<file path="config.mk">
export PLATFORM = sky130hd
export DESIGN_NAME = aoic_top
export DESIGN_NICKNAME = d
export VERILOG_FILES = /design/src/common/aoic_pkg.sv /design/src/hdl/aoic_top.sv
export SDC_FILE = /design/constraint.sdc
export NUM_CORES = 2
export LEC_CHECK = 0
export BUFFER_PORTS_ARGS = -buffer_cell sky130_fd_sc_hd__buf_4
export CAP_MARGIN = 20
export CORE_ASPECT_RATIO = 0.8
export CORE_MARGIN = 3
export CORE_UTILIZATION = 60
export CTS_BUF_LIST = sky130_fd_sc_hd__clkbuf_4 sky130_fd_sc_hd__clkbuf_8 sky130_fd_sc_hd__clkbuf_16
export DETAILED_ROUTE_END_ITERATION = 16
export PLACE_DENSITY_LB_ADDON = 0.2
export SETUP_SLACK_MARGIN = 0.3
export SLEW_MARGIN = 20
export SYNTH_ARGS = -nofsm -noshare
export SYNTH_HDL_FRONTEND = slang
export SYNTH_SLANG_ARGS = --single-unit
</file>
<file path="constraint.sdc">
create_clock -name pclk -period 28.3 [get_ports pclk]
set_input_delay 5.66 -clock pclk [delete_from_list [all_inputs] [get_ports pclk]]
set_output_delay 5.66 -clock pclk [all_outputs]
set_load 0.05 [all_outputs]
</file>
<file path="src/common/aoic_pkg.sv">
package aoic_pkg;

    // Register byte addresses on the register bus.
    localparam logic [23:0] ADDR_IN_CFG = 24'h32_0120;
    localparam logic [23:0] ADDR_IN_RATE = 24'h32_0124;
    localparam logic [23:0] ADDR_OUT_CFG = 24'h32_0128;
    localparam logic [23:0] ADDR_PATH = 24'h32_058c;
    localparam logic [23:0] ADDR_VOL = 24'h32_0594;
    localparam logic [23:0] ADDR_BAL = 24'h32_0598;
    localparam logic [23:0] ADDR_ROUTE = 24'h32_05ec;

    // Reset values and writable masks.
    localparam logic [15:0] REG_RESET = 16'h0000;
    localparam logic [15:0] IN_CFG_MASK = 16'h0007;
    localparam logic [15:0] BAL_MASK = 16'h007f;

    // Field positions.
    localparam int IN_ROLE_BIT = 0;
    localparam int IN_FMT_BIT = 1;
    localparam int IN_RDIS_BIT = 2;
    localparam int OUT_FMT_BIT = 0;
    localparam int OUT_MUTE_BIT = 1;
    localparam int PATH_DMX_LSB = 7;
    localparam int PATH_OVR_BIT = 10;
    localparam int PATH_DAC_EN_BIT = 12;
    localparam int PATH_OUT_EN_BIT = 13;
    localparam int PATH_STR2DAC_BIT = 14;
    localparam int PATH_IN_EN_BIT = 15;
    localparam int VOL_SRC_MUTE_BIT = 6;
    localparam int VOL_OUT_MUTE_BIT = 7;
    localparam int VOL_DAC_MUTE_BIT = 8;
    localparam int BAL_SEL_BIT = 6;
    localparam int RT_OSC_OUT_BIT = 0;
    localparam int RT_OSC_IN_BIT = 1;
    localparam int RT_OUT2IN_BIT = 2;
    localparam int RT_LOOP_BIT = 3;

    // Stereo recombination codes.
    typedef enum logic [1:0] {
        AOIC_DMX_SUMDIFF = 2'b00,
        AOIC_DMX_SUMR = 2'b01,
        AOIC_DMX_LR = 2'b10,
        AOIC_DMX_MONO = 2'b11
    } aoic_dmx_e;

    // Fractional gains for 0 to 5 dB in Q15; each 6 dB is one shift.
    localparam logic [16:0] ATT_FRAC [6] = '{17'h0_8000, 17'h0_7215,
        17'h0_65ad, 17'h0_5a9e, 17'h0_50c3, 17'h0_47fb};

    // Timing.
    localparam longint CLK_HZ = 50_000_000;
    localparam longint BASE_RATE_HZ = 48_000;
    localparam longint OSC_RATIO = 256;
    localparam int NCO_W = 24;
    localparam longint OSC_INC_L =
        ((BASE_RATE_HZ * OSC_RATIO * 2) << NCO_W) / CLK_HZ;
    localparam logic [NCO_W-1:0] OSC_INC = OSC_INC_L[NCO_W-1:0];
    localparam int BASE_PERIOD = int'(CLK_HZ / BASE_RATE_HZ);
    localparam int RATE_NONE_CYCLES = 2 * BASE_PERIOD;
    localparam int RATE_MAX_OK = 4;
    localparam longint STARTUP_MUTE_US = 10_000;
    localparam int STARTUP_CYCLES =
        int'((CLK_HZ / 1_000_000) * STARTUP_MUTE_US);

endpackage

</file>
<file path="src/hdl/aoic_top.sv">
// Added by the designer: the APB slave port.
`timescale 1ns/1ps
module aoic_top #(
    parameter int STARTUP_CYCLES = aoic_pkg::STARTUP_CYCLES
) (
    input wire logic pclk,
    input wire logic presetn,
    input wire logic psel,
    input wire logic penable,
    input wire logic pwrite,
    input wire logic [23:0] paddr,
    input wire logic [31:0] pwdata,
    output logic [31:0] prdata,
    output logic pready,
    output logic pslverr,
    input wire logic signed [15:0] demod_ch1,
    input wire logic signed [15:0] demod_ch2,
    input wire logic demod_valid,
    input wire logic [1:0] demod_auto_mode,
    input wire logic demod_lock_lost,
    input wire logic serial_in_bit_clock_pin_i,
    output logic serial_in_bit_clock_pin_o,
    output logic serial_in_bit_clock_pin_oe_n,
    input wire logic serial_in_word_clock_pin_i,
    output logic serial_in_word_clock_pin_o,
    output logic serial_in_word_clock_pin_oe_n,
    input wire logic serial_in_data_pin_i,
    output logic serial_in_data_pin_o,
    output logic serial_in_data_pin_oe_n,
    output logic serial_out_bit_clock,
    output logic serial_out_word_clock,
    output logic serial_out_data,
    output logic signed [15:0] rx_left,
    output logic signed [15:0] rx_right,
    output logic rx_valid,
    output logic signed [15:0] dac_left,
    output logic signed [15:0] dac_right,
    output logic dac_valid
);

    localparam int ST_W = $clog2(STARTUP_CYCLES + 1);

    logic [15:0] in_cfg_q, out_cfg_q, path_q, vol_q, bal_q, route_q;
    logic [5:0] rate_q;
    logic pready_q, pslverr_q;
    logic [31:0] prdata_q, rd_d;
    logic hit_d, ro_d;
    logic [ST_W-1:0] st_cnt_q;
    logic startup_q;

    // Saturates a wide signed value to sixteen bits.
    function automatic logic signed [15:0] sat(input logic signed [17:0] v);
        logic signed [15:0] r;
        r = v[15:0];
        if (v > 18'sh0_7fff) begin
            r = 16'sh7fff;
        end else if (v < -18'sh0_8000) begin
            r = -16'sh8000;
        end
        return r;
    endfunction

    // Attenuates by n dB: a fractional gain then one shift per 6 dB.
    function automatic logic signed [15:0] atten(
        input logic signed [15:0] s, input logic [5:0] n);
        logic signed [33:0] p;
        logic [2:0] r;
        logic [3:0] q;
        r = 3'(n % 6);
        q = 4'(n / 6);
        p = 34'(s) * $signed({1'b0, aoic_pkg::ATT_FRAC[r]});
        p = p >>> 15;
        p = p >>> q;
        return p[15:0];
    endfunction

    // Maps a word-clock period to the nearest multiple of the base rate.
    function automatic logic [5:0] rate_code(input logic [15:0] per);
        logic [5:0] c;
        c = 6'h07;
        for (int k = 6; k >= 1; k--) begin
            if (32'(per) >= (2 * aoic_pkg::BASE_PERIOD) / (2 * k + 1)) begin
                c = 6'(k);
            end
        end
        return c;
    endfunction

    // Read decode; unmapped addresses answer with an error.
    always_comb begin
        rd_d = 32'h0000_0000;
        hit_d = 1'b1;
        ro_d = 1'b0;
        case (paddr)
            aoic_pkg::ADDR_IN_CFG: rd_d[15:0] = in_cfg_q;
            aoic_pkg::ADDR_IN_RATE: begin
                rd_d[5:0] = rate_q;
                ro_d = 1'b1;
            end
            aoic_pkg::ADDR_OUT_CFG: rd_d[15:0] = out_cfg_q;
            aoic_pkg::ADDR_PATH: rd_d[15:0] = path_q;
            aoic_pkg::ADDR_VOL: rd_d[15:0] = vol_q;
            aoic_pkg::ADDR_BAL: rd_d[15:0] = bal_q;
            aoic_pkg::ADDR_ROUTE: rd_d[15:0] = route_q;
            default: hit_d = 1'b0;
        endcase
    end

    // Bus answer one cycle into the access phase.
    always_ff @(posedge pclk or negedge presetn) begin
        if (!presetn) begin
            pready_q <= 1'b0;
            pslverr_q <= 1'b0;
            prdata_q <= 32'h0000_0000;
        end else if (psel && penable && !pready_q) begin
            pready_q <= 1'b1;
            pslverr_q <= !hit_d || (pwrite && ro_d);
            prdata_q <= pwrite ? 32'h0000_0000 : rd_d;
        end else begin
            pready_q <= 1'b0;
            pslverr_q <= 1'b0;
        end
    end

    // Register writes take effect at the completing edge.
    always_ff @(posedge pclk or negedge presetn) begin
        if (!presetn) begin
            in_cfg_q <= aoic_pkg::REG_RESET;
            out_cfg_q <= aoic_pkg::REG_RESET;
            path_q <= aoic_pkg::REG_RESET;
            vol_q <= aoic_pkg::REG_RESET;
            bal_q <= aoic_pkg::REG_RESET;
            route_q <= aoic_pkg::REG_RESET;
        end else if (psel && penable && pready_q && pwrite) begin
            case (paddr)
                aoic_pkg::ADDR_IN_CFG:
                    in_cfg_q <= pwdata[15:0] & aoic_pkg::IN_CFG_MASK;
                aoic_pkg::ADDR_OUT_CFG: out_cfg_q <= pwdata[15:0];
                aoic_pkg::ADDR_PATH: path_q <= pwdata[15:0];
                aoic_pkg::ADDR_VOL: vol_q <= pwdata[15:0];
                aoic_pkg::ADDR_BAL: bal_q <= pwdata[15:0] & aoic_pkg::BAL_MASK;
                aoic_pkg::ADDR_ROUTE: route_q <= pwdata[15:0];
                default: ;
            endcase
        end
    end

    // Startup timer keeps every mute forced after reset.
    always_ff @(posedge pclk or negedge presetn) begin
        if (!presetn) begin
            st_cnt_q <= '0;
            startup_q <= 1'b1;
        end else if (startup_q) begin
            st_cnt_q <= st_cnt_q + 1'b1;
            startup_q <= (32'(st_cnt_q) < STARTUP_CYCLES - 1);
        end
    end

    logic src_mute, out_hold, dac_on;
    assign src_mute = vol_q[aoic_pkg::VOL_SRC_MUTE_BIT] | startup_q
        | demod_lock_lost;
    assign out_hold = vol_q[aoic_pkg::VOL_OUT_MUTE_BIT]
        | out_cfg_q[aoic_pkg::OUT_MUTE_BIT] | startup_q
        | !path_q[aoic_pkg::PATH_OUT_EN_BIT];
    assign dac_on = path_q[aoic_pkg::PATH_DAC_EN_BIT] & !startup_q
        & !vol_q[aoic_pkg::VOL_DAC_MUTE_BIT];

    aoic_pkg::aoic_dmx_e dmx_sel;
    logic signed [17:0] a18, b18;
    logic signed [15:0] s1_l_q, s1_r_q, s2_l_q, s2_r_q, proc_l_q, proc_r_q;
    logic s1_v_q, s2_v_q, proc_v_q;

    // Stereo recombination, automatic unless software overrides it.
    always_comb begin
        dmx_sel = aoic_pkg::aoic_dmx_e'(demod_auto_mode);
        if (path_q[aoic_pkg::PATH_OVR_BIT]) begin
            dmx_sel = aoic_pkg::aoic_dmx_e'(
                path_q[aoic_pkg::PATH_DMX_LSB +: 2]);
        end
        a18 = 18'(demod_ch1);
        b18 = 18'(demod_ch2);
    end

    // Three stages: recombine, balance, then volume and source mute.
    always_ff @(posedge pclk or negedge presetn) begin
        if (!presetn) begin
            s1_l_q <= '0;
            s1_r_q <= '0;
            s2_l_q <= '0;
            s2_r_q <= '0;
            proc_l_q <= '0;
            proc_r_q <= '0;
            s1_v_q <= 1'b0;
            s2_v_q <= 1'b0;
            proc_v_q <= 1'b0;
        end else begin
            s1_v_q <= demod_valid;
            s2_v_q <= s1_v_q;
            proc_v_q <= s2_v_q;
            if (demod_valid) begin
                case (dmx_sel)
                    aoic_pkg::AOIC_DMX_SUMDIFF: begin
                        s1_l_q <= sat(a18 + b18);
                        s1_r_q <= sat(a18 - b18);
                    end
                    aoic_pkg::AOIC_DMX_SUMR: begin
                        s1_l_q <= sat((a18 <<< 1) - b18);
                        s1_r_q <= demod_ch2;
                    end
                    aoic_pkg::AOIC_DMX_LR: begin
                        s1_l_q <= demod_ch1;
                        s1_r_q <= demod_ch2;
                    end
                    default: begin
                        s1_l_q <= sat((a18 + b18) >>> 1);
                        s1_r_q <= sat((a18 + b18) >>> 1);
                    end
                endcase
            end
            if (s1_v_q) begin
                s2_l_q <= bal_q[aoic_pkg::BAL_SEL_BIT] ? s1_l_q
                    : atten(s1_l_q, bal_q[5:0]);
                s2_r_q <= bal_q[aoic_pkg::BAL_SEL_BIT]
                    ? atten(s1_r_q, bal_q[5:0]) : s1_r_q;
            end
            if (s2_v_q) begin
                proc_l_q <= src_mute ? 16'sh0000
                    : atten(s2_l_q, vol_q[5:0]);
                proc_r_q <= src_mute ? 16'sh0000
                    : atten(s2_r_q, vol_q[5:0]);
            end
        end
    end

    // Oversample clock generator: accumulator carry ticks each half period.
    localparam int NCO_W_L = aoic_pkg::NCO_W;
    logic [NCO_W_L-1:0] acc_q;
    logic tick_q, fall_evt, frame_start, tx_bit, tx_bit_q;
    logic [8:0] cnt_q, nc;
    logic [4:0] pos, idx;
    logic signed [15:0] tx_l_q, tx_r_q, word;

    always_ff @(posedge pclk or negedge presetn) begin
        if (!presetn) begin
            acc_q <= '0;
            tick_q <= 1'b0;
            cnt_q <= 9'h000;
        end else begin
            {tick_q, acc_q} <= {1'b0, acc_q}
                + {1'b0, aoic_pkg::OSC_INC};
            if (tick_q) begin
                cnt_q <= cnt_q + 9'h001;
            end
        end
    end

    // Next serial output bit, chosen at each bit-clock fall.
    always_comb begin
        nc = cnt_q + 9'h001;
        fall_evt = tick_q && (cnt_q[2:0] == 3'h7);
        frame_start = tick_q && (cnt_q == 9'h1ff);
        pos = nc[7:3];
        idx = pos - {4'h0, !out_cfg_q[aoic_pkg::OUT_FMT_BIT]};
        word = nc[8] ? tx_r_q : (frame_start ? proc_l_q : tx_l_q);
        tx_bit = 1'b0;
        if ((pos >= {4'h0, !out_cfg_q[aoic_pkg::OUT_FMT_BIT]})
            && (idx < 5'h10)) begin
            tx_bit = word[4'hf - idx[3:0]];
        end
    end

    // Output samples are held at each base-rate frame start.
    always_ff @(posedge pclk or negedge presetn) begin
        if (!presetn) begin
            tx_l_q <= '0;
            tx_r_q <= '0;
            tx_bit_q <= 1'b0;
            dac_left <= '0;
            dac_right <= '0;
            dac_valid <= 1'b0;
        end else begin
            dac_valid <= frame_start;
            if (frame_start) begin
                tx_l_q <= proc_l_q;
                tx_r_q <= proc_r_q;
                dac_left <= !dac_on ? 16'sh0000
                    : path_q[aoic_pkg::PATH_STR2DAC_BIT] ? rx_left : proc_l_q;
                dac_right <= !dac_on ? 16'sh0000
                    : path_q[aoic_pkg::PATH_STR2DAC_BIT] ? rx_right : proc_r_q;
            end
            if (fall_evt) begin
                tx_bit_q <= tx_bit;
            end
        end
    end

    // Input pin synchronisers, order bit clock, word clock, data.
    logic [2:0] pin_s1_q, pin_s2_q;
    always_ff @(posedge pclk or negedge presetn) begin
        if (!presetn) begin
            pin_s1_q <= 3'h0;
            pin_s2_q <= 3'h0;
        end else begin
            pin_s1_q <= {serial_in_bit_clock_pin_i,
                serial_in_word_clock_pin_i, serial_in_data_pin_i};
            pin_s2_q <= pin_s1_q;
        end
    end

    logic in_master;

    // Pin drivers; a frozen output port keeps its last levels, bar a routed oversample clock on its bit clock pin.
    always_ff @(posedge pclk or negedge presetn) begin
        if (!presetn) begin
            serial_out_bit_clock <= 1'b0;
            serial_out_word_clock <= 1'b0;
            serial_out_data <= 1'b0;
            serial_in_bit_clock_pin_o <= 1'b0;
            serial_in_word_clock_pin_o <= 1'b0;
            serial_in_data_pin_o <= 1'b0;
            serial_in_bit_clock_pin_oe_n <= 1'b1;
            serial_in_word_clock_pin_oe_n <= 1'b1;
            serial_in_data_pin_oe_n <= 1'b1;
        end else begin
            // The oversample clock leaves even while the port is held.
            if (route_q[aoic_pkg::RT_OSC_OUT_BIT]) begin
                serial_out_bit_clock <= cnt_q[0];
            end else if (!out_hold) begin
                serial_out_bit_clock <= cnt_q[2];
            end
            if (!out_hold) begin
                serial_out_word_clock <= cnt_q[8];
                serial_out_data <= route_q[aoic_pkg::RT_LOOP_BIT]
                    ? pin_s2_q[0] : tx_bit_q;
            end
            if (route_q[aoic_pkg::RT_OSC_IN_BIT]) begin
                serial_in_bit_clock_pin_o <= cnt_q[0];
                serial_in_word_clock_pin_o <= cnt_q[8];
                serial_in_data_pin_o <= 1'b0;
                serial_in_bit_clock_pin_oe_n <= 1'b0;
                serial_in_word_clock_pin_oe_n <= 1'b0;
                serial_in_data_pin_oe_n <= 1'b0;
            end else begin
                serial_in_bit_clock_pin_o <= cnt_q[2];
                serial_in_word_clock_pin_o <= cnt_q[8];
                serial_in_data_pin_o <= 1'b0;
                serial_in_bit_clock_pin_oe_n <= !in_master;
                serial_in_word_clock_pin_oe_n <= !in_master;
                serial_in_data_pin_oe_n <= 1'b1;
            end
        end
    end

    // Input clocking: own pins as slave, internal clocks as master or with the output clocks routed in.
    logic rx_int, rx_bclk, rx_ws, rx_bclk_p_q, rx_ws_p_q;
    logic rx_rise, ws_chg, ws_lat_q, in_win, frame_done;
    logic [5:0] bit_q, bpos;
    logic [15:0] sh_q, left_hold_q;
    logic [2:0] dec_q, ratio;
    logic [15:0] per_q;
    assign in_master = in_cfg_q[aoic_pkg::IN_ROLE_BIT]
        & !route_q[aoic_pkg::RT_OUT2IN_BIT];
    assign rx_int = route_q[aoic_pkg::RT_OUT2IN_BIT] | in_master;
    assign rx_bclk = rx_int ? cnt_q[2] : pin_s2_q[2];
    assign rx_ws = rx_int ? cnt_q[8] : pin_s2_q[1];
    assign rx_rise = rx_bclk && !rx_bclk_p_q;
    assign ws_chg = rx_ws != ws_lat_q;
    assign bpos = ws_chg ? 6'h00 : bit_q;
    assign in_win = (bpos >= {5'h00, !in_cfg_q[aoic_pkg::IN_FMT_BIT]})
        && (bpos < 6'h10 + {5'h00, !in_cfg_q[aoic_pkg::IN_FMT_BIT]});
    assign frame_done = rx_rise && ws_chg && ws_lat_q
        && path_q[aoic_pkg::PATH_IN_EN_BIT];
    assign ratio = (in_cfg_q[aoic_pkg::IN_RDIS_BIT] || rate_q == 6'h00
        || rate_q > 6'(aoic_pkg::RATE_MAX_OK)) ? 3'h1 : rate_q[2:0];

    // Receiver: keep the first sixteen bits of each word, drop surplus frames.
    always_ff @(posedge pclk or negedge presetn) begin
        if (!presetn) begin
            rx_bclk_p_q <= 1'b0;
            ws_lat_q <= 1'b0;
            bit_q <= 6'h00;
            sh_q <= 16'h0000;
            left_hold_q <= 16'h0000;
            dec_q <= 3'h0;
            rx_left <= '0;
            rx_right <= '0;
            rx_valid <= 1'b0;
        end else begin
            rx_bclk_p_q <= rx_bclk;
            rx_valid <= 1'b0;
            if (rx_rise) begin
                ws_lat_q <= rx_ws;
                bit_q <= (bpos == 6'h3f) ? bpos : bpos + 6'h01;
                if (ws_chg) begin
                    sh_q <= in_win ? {15'h0000, pin_s2_q[0]} : 16'h0000;
                    if (!ws_lat_q) begin
                        left_hold_q <= sh_q;
                    end
                end else if (in_win) begin
                    sh_q <= {sh_q[14:0], pin_s2_q[0]};
                end
            end
            if (frame_done) begin
                dec_q <= (dec_q + 3'h1 >= ratio) ? 3'h0 : dec_q + 3'h1;
                if (dec_q == 3'h0) begin
                    rx_left <= left_hold_q;
                    rx_right <= sh_q;
                    rx_valid <= 1'b1;
                end
            end
        end
    end

    // Rate detection from the word-clock period in system clocks.
    always_ff @(posedge pclk or negedge presetn) begin
        if (!presetn) begin
            rx_ws_p_q <= 1'b0;
            per_q <= 16'h0000;
            rate_q <= 6'h00;
        end else begin
            rx_ws_p_q <= rx_ws;
            if (!in_cfg_q[aoic_pkg::IN_RDIS_BIT]) begin
                if (rx_ws && !rx_ws_p_q) begin
                    rate_q <= rate_code(per_q);
                    per_q <= 16'h0001;
                end else if (32'(per_q) >= aoic_pkg::RATE_NONE_CYCLES) begin
                    rate_q <= 6'h00;
                end else begin
                    per_q <= per_q + 16'h0001;
                end
            end
        end
    end

    assign prdata = prdata_q;
    assign pready = pready_q;
    assign pslverr = pslverr_q;
endmodule

</file>
==> results.toml <==
[status]
run_status = "finished, final reports clean"

[global_route]
grt_usage_pct = 32.8
grt_antenna_before_repair = 4
grt_pass1_vias = 48300
grt-ovfl-total = 0
grt_pass1_wl_um = 267000
grt_max_degree = 178

[route]
first_iter_violations = 4472
vias_per_cell = 6.05
drt_wl_total_um = 167000
first_pass_iters = 6
vias = 47900
antenna_left = 0
wl_per_cell_um = 21.1
drc = 0

[finish]
top_regs = "acc_q (24), st_cnt_q (19)"
syn2layout_area_growth_pct = 6.60
layout-drive-gt1-share_pct = 8.66
largest-register = "acc_q"
nets = 8020
layoutNonFillerInstCount = 7915
largest_reg_flops = 24
n_fill_cell = 8166

[logic_synthesis]
synthArstFlopShare_pct = 100
yosys_warnings = 0
synth.area.mux_share_pct = 5.01
synthTopCellsByCount = "inv_1 (1073), nand2_1 (779), fa_1 (763)"
synth_edf_count = 0
synthDistinctLibCells = 104
synth_xor_area_share_pct = 2.70
synth_top_family_by_area = "adder cells"
synth.avg_cell_area_um2 = 8.97
synth_top_area_share_pct = 25.7
synth_area_mm2 = 0.0595
yosysTopAreaCell = "fa_1"
synth-simple-area-share_pct = 14.6
synth.area.top_cells = "fa_1 (26%), dfrtp_1 (18%), ha_1 (12%), inv_1 (6.8%), nand2_1 (4.9%)"
synthCells = 6626
synth_most_common_cell = "inv_1"
synth_compound_area_share_pct = 13.0
synth_sequential_area_ratio_pct = 17.6
synthAdderAreaFrac_pct = 37.8
synth_ff_type = "dfrtp_1"
synth_seq_cells = 419

[placement]
place_hpwl_um = 130000
io_buffers = 175
place_congestion = 0.969
pre_cts_ws_ns = 17.24
dp_cells = 7835

[critical_path]
start_kind = "register"
critPathMaxStageDelay_ns = 0.77
crit_top_cell = "fa_1"
end_kind = "register"
critPathKind = "reg2reg"
cp_max_fo = 34
r2r_start = "bal_q[5]"
worst-endpoint-required_ns = 28.74
cp.arrival_ns = 11.70
crit_start = "bal_q[5]"
slowest_stage = "dfrtp_1"

[timing]
finClkSkew_ns = 0.0245
setup_ws_ns = 17.05
hold_violations = 0
min_period_ns = 11.25
worst_pin_slew_ns = 1.12
fmax_mhz = 88.9
rsz0062_at_grt = "false"
timing.setup.tns_ns = 0
finalSetupViolations = 0
fin_crit_sh_pct = 39.8
slew_viol_final = 0
worst_slew_margin_rel_pct = 24.2
whs_ns = 0.352

[cts]
clock-root-buffer = "clkbuf_16"
cts_buffer_depth = 3
post-cts-setup-buffers = 0
post_cts_resized = 0
ctsHoldBuffers = 0
h-tree-depth = 2
cts.sinks = 419
cts_buffers = 42
cts_tree = "built"
cts.clk_slew.worst_paths_ns = 0.06
clk_latency_ns = 0.59

[floorplan]
die_h_um = 288
dieArea_mm2 = 0.103
initial_core_util_pct = 61.0
core_area_mm2 = 0.0975
fp.dieW_um = 358
ios = 209
fp-row-count = 102

[hold_path]
hold_class = "reg2reg"
hold_start = "pin_s1_q[0]"

[run]
max_cap_viol_count = 0
-- metrics by stage --
step                cell area (um2)  utilization [%]
finish                        63400             65.0
global route                  63400             65.0
CTS                           63400             65.0
detailed placement            61700             63.3
global placement              61700             63.3
floorplan                     59500                -
-- layout by cell type (no fill, tap or decap), drive strengths merged, types with 24 or more instances in the layout --
cell    netlist  layout
a211oi       52      52
a21o        102     102
a21oi       295     295
a221oi       38      38
a22o         31      31
a22oi        24      24
a31oi        38      38
and2        291     291
and3        110     110
buf          50     246
clkbuf      303      54
dfrtp       416     416
fa          763     763
ha          578     578
inv        1074    1076
mux2        164     164
mux2i        86      86
nand2       779     779
nand2b       36      36
nand3        75      75
nand4        41      41
nor2        297     297
nor2b        27      27
nor3         72      72
o211ai       37      37
o21a         40      40
o21ai       261     261
xnor2       111     111
xor2         72      72
-- final timing paths --
kind                       depth (start not counted)          end  slack, ns
max in group asynchronous                          4       s1_v_q      20.01
min                                                0  pin_s2_q[0]       0.35
max                                               31   s2_l_q[15]      17.05
min in group asynchronous                          1  rx_left[13]       5.13
max reg2reg                                       31   s2_l_q[15]      17.05
min reg2reg                                        0  pin_s2_q[0]       0.35
-- critical path: cells and delay by family, from the launching register on --
kind | cells | cell delay [ns]
buffers and inverters | 5 | 1.08
adder cells (fa/ha/maj) | 8 | 4.10
XOR/XNOR | 1 | 0.62
flip-flops | 1 | 0.77
AND/OR/NAND/NOR | 5 | 1.02
AO/OA/AOI/OAI | 12 | 3.46
-- cell families after synthesis --
group	count (synthesis)
AO/OA/AOI/OAI	1160
XOR/XNOR	183
adder cells (fa/ha/maj)	1341
buffers and inverters	1429
flip-flops	419
multiplexers	262
other	1
AND/OR/NAND/NOR	1831
-- area by class of cell --
cell class                 instances  area [um2]  share of cell area [%]
timing repair buffer             246        1870                    2.95
multi-input combinational       4794       43700                    69.0
antenna                            2        5.00                 0.00790
clock inverter                    24         460                   0.726
inverter                        1076        4040                    6.37
tap                             1300        1630                    2.57
sequential                       419       10500                    16.6
clock buffer                      54        1190                    1.88
-- layer usage --
metal  wire length (um)  track usage [%]  vias up  share of wire, %
li1                   -                -    21600                 -
met1              70400             46.3    23800                42
met2              75700             51.6     2095                45
met3              15400             6.44      293               9.2
met4               5640             9.66        4               3.4
met5                 34                0        -             0.020
Power is left out: the tool's default activity adds up to more than one toggle a clock period on the data nets, which glitch-free logic cannot reach.
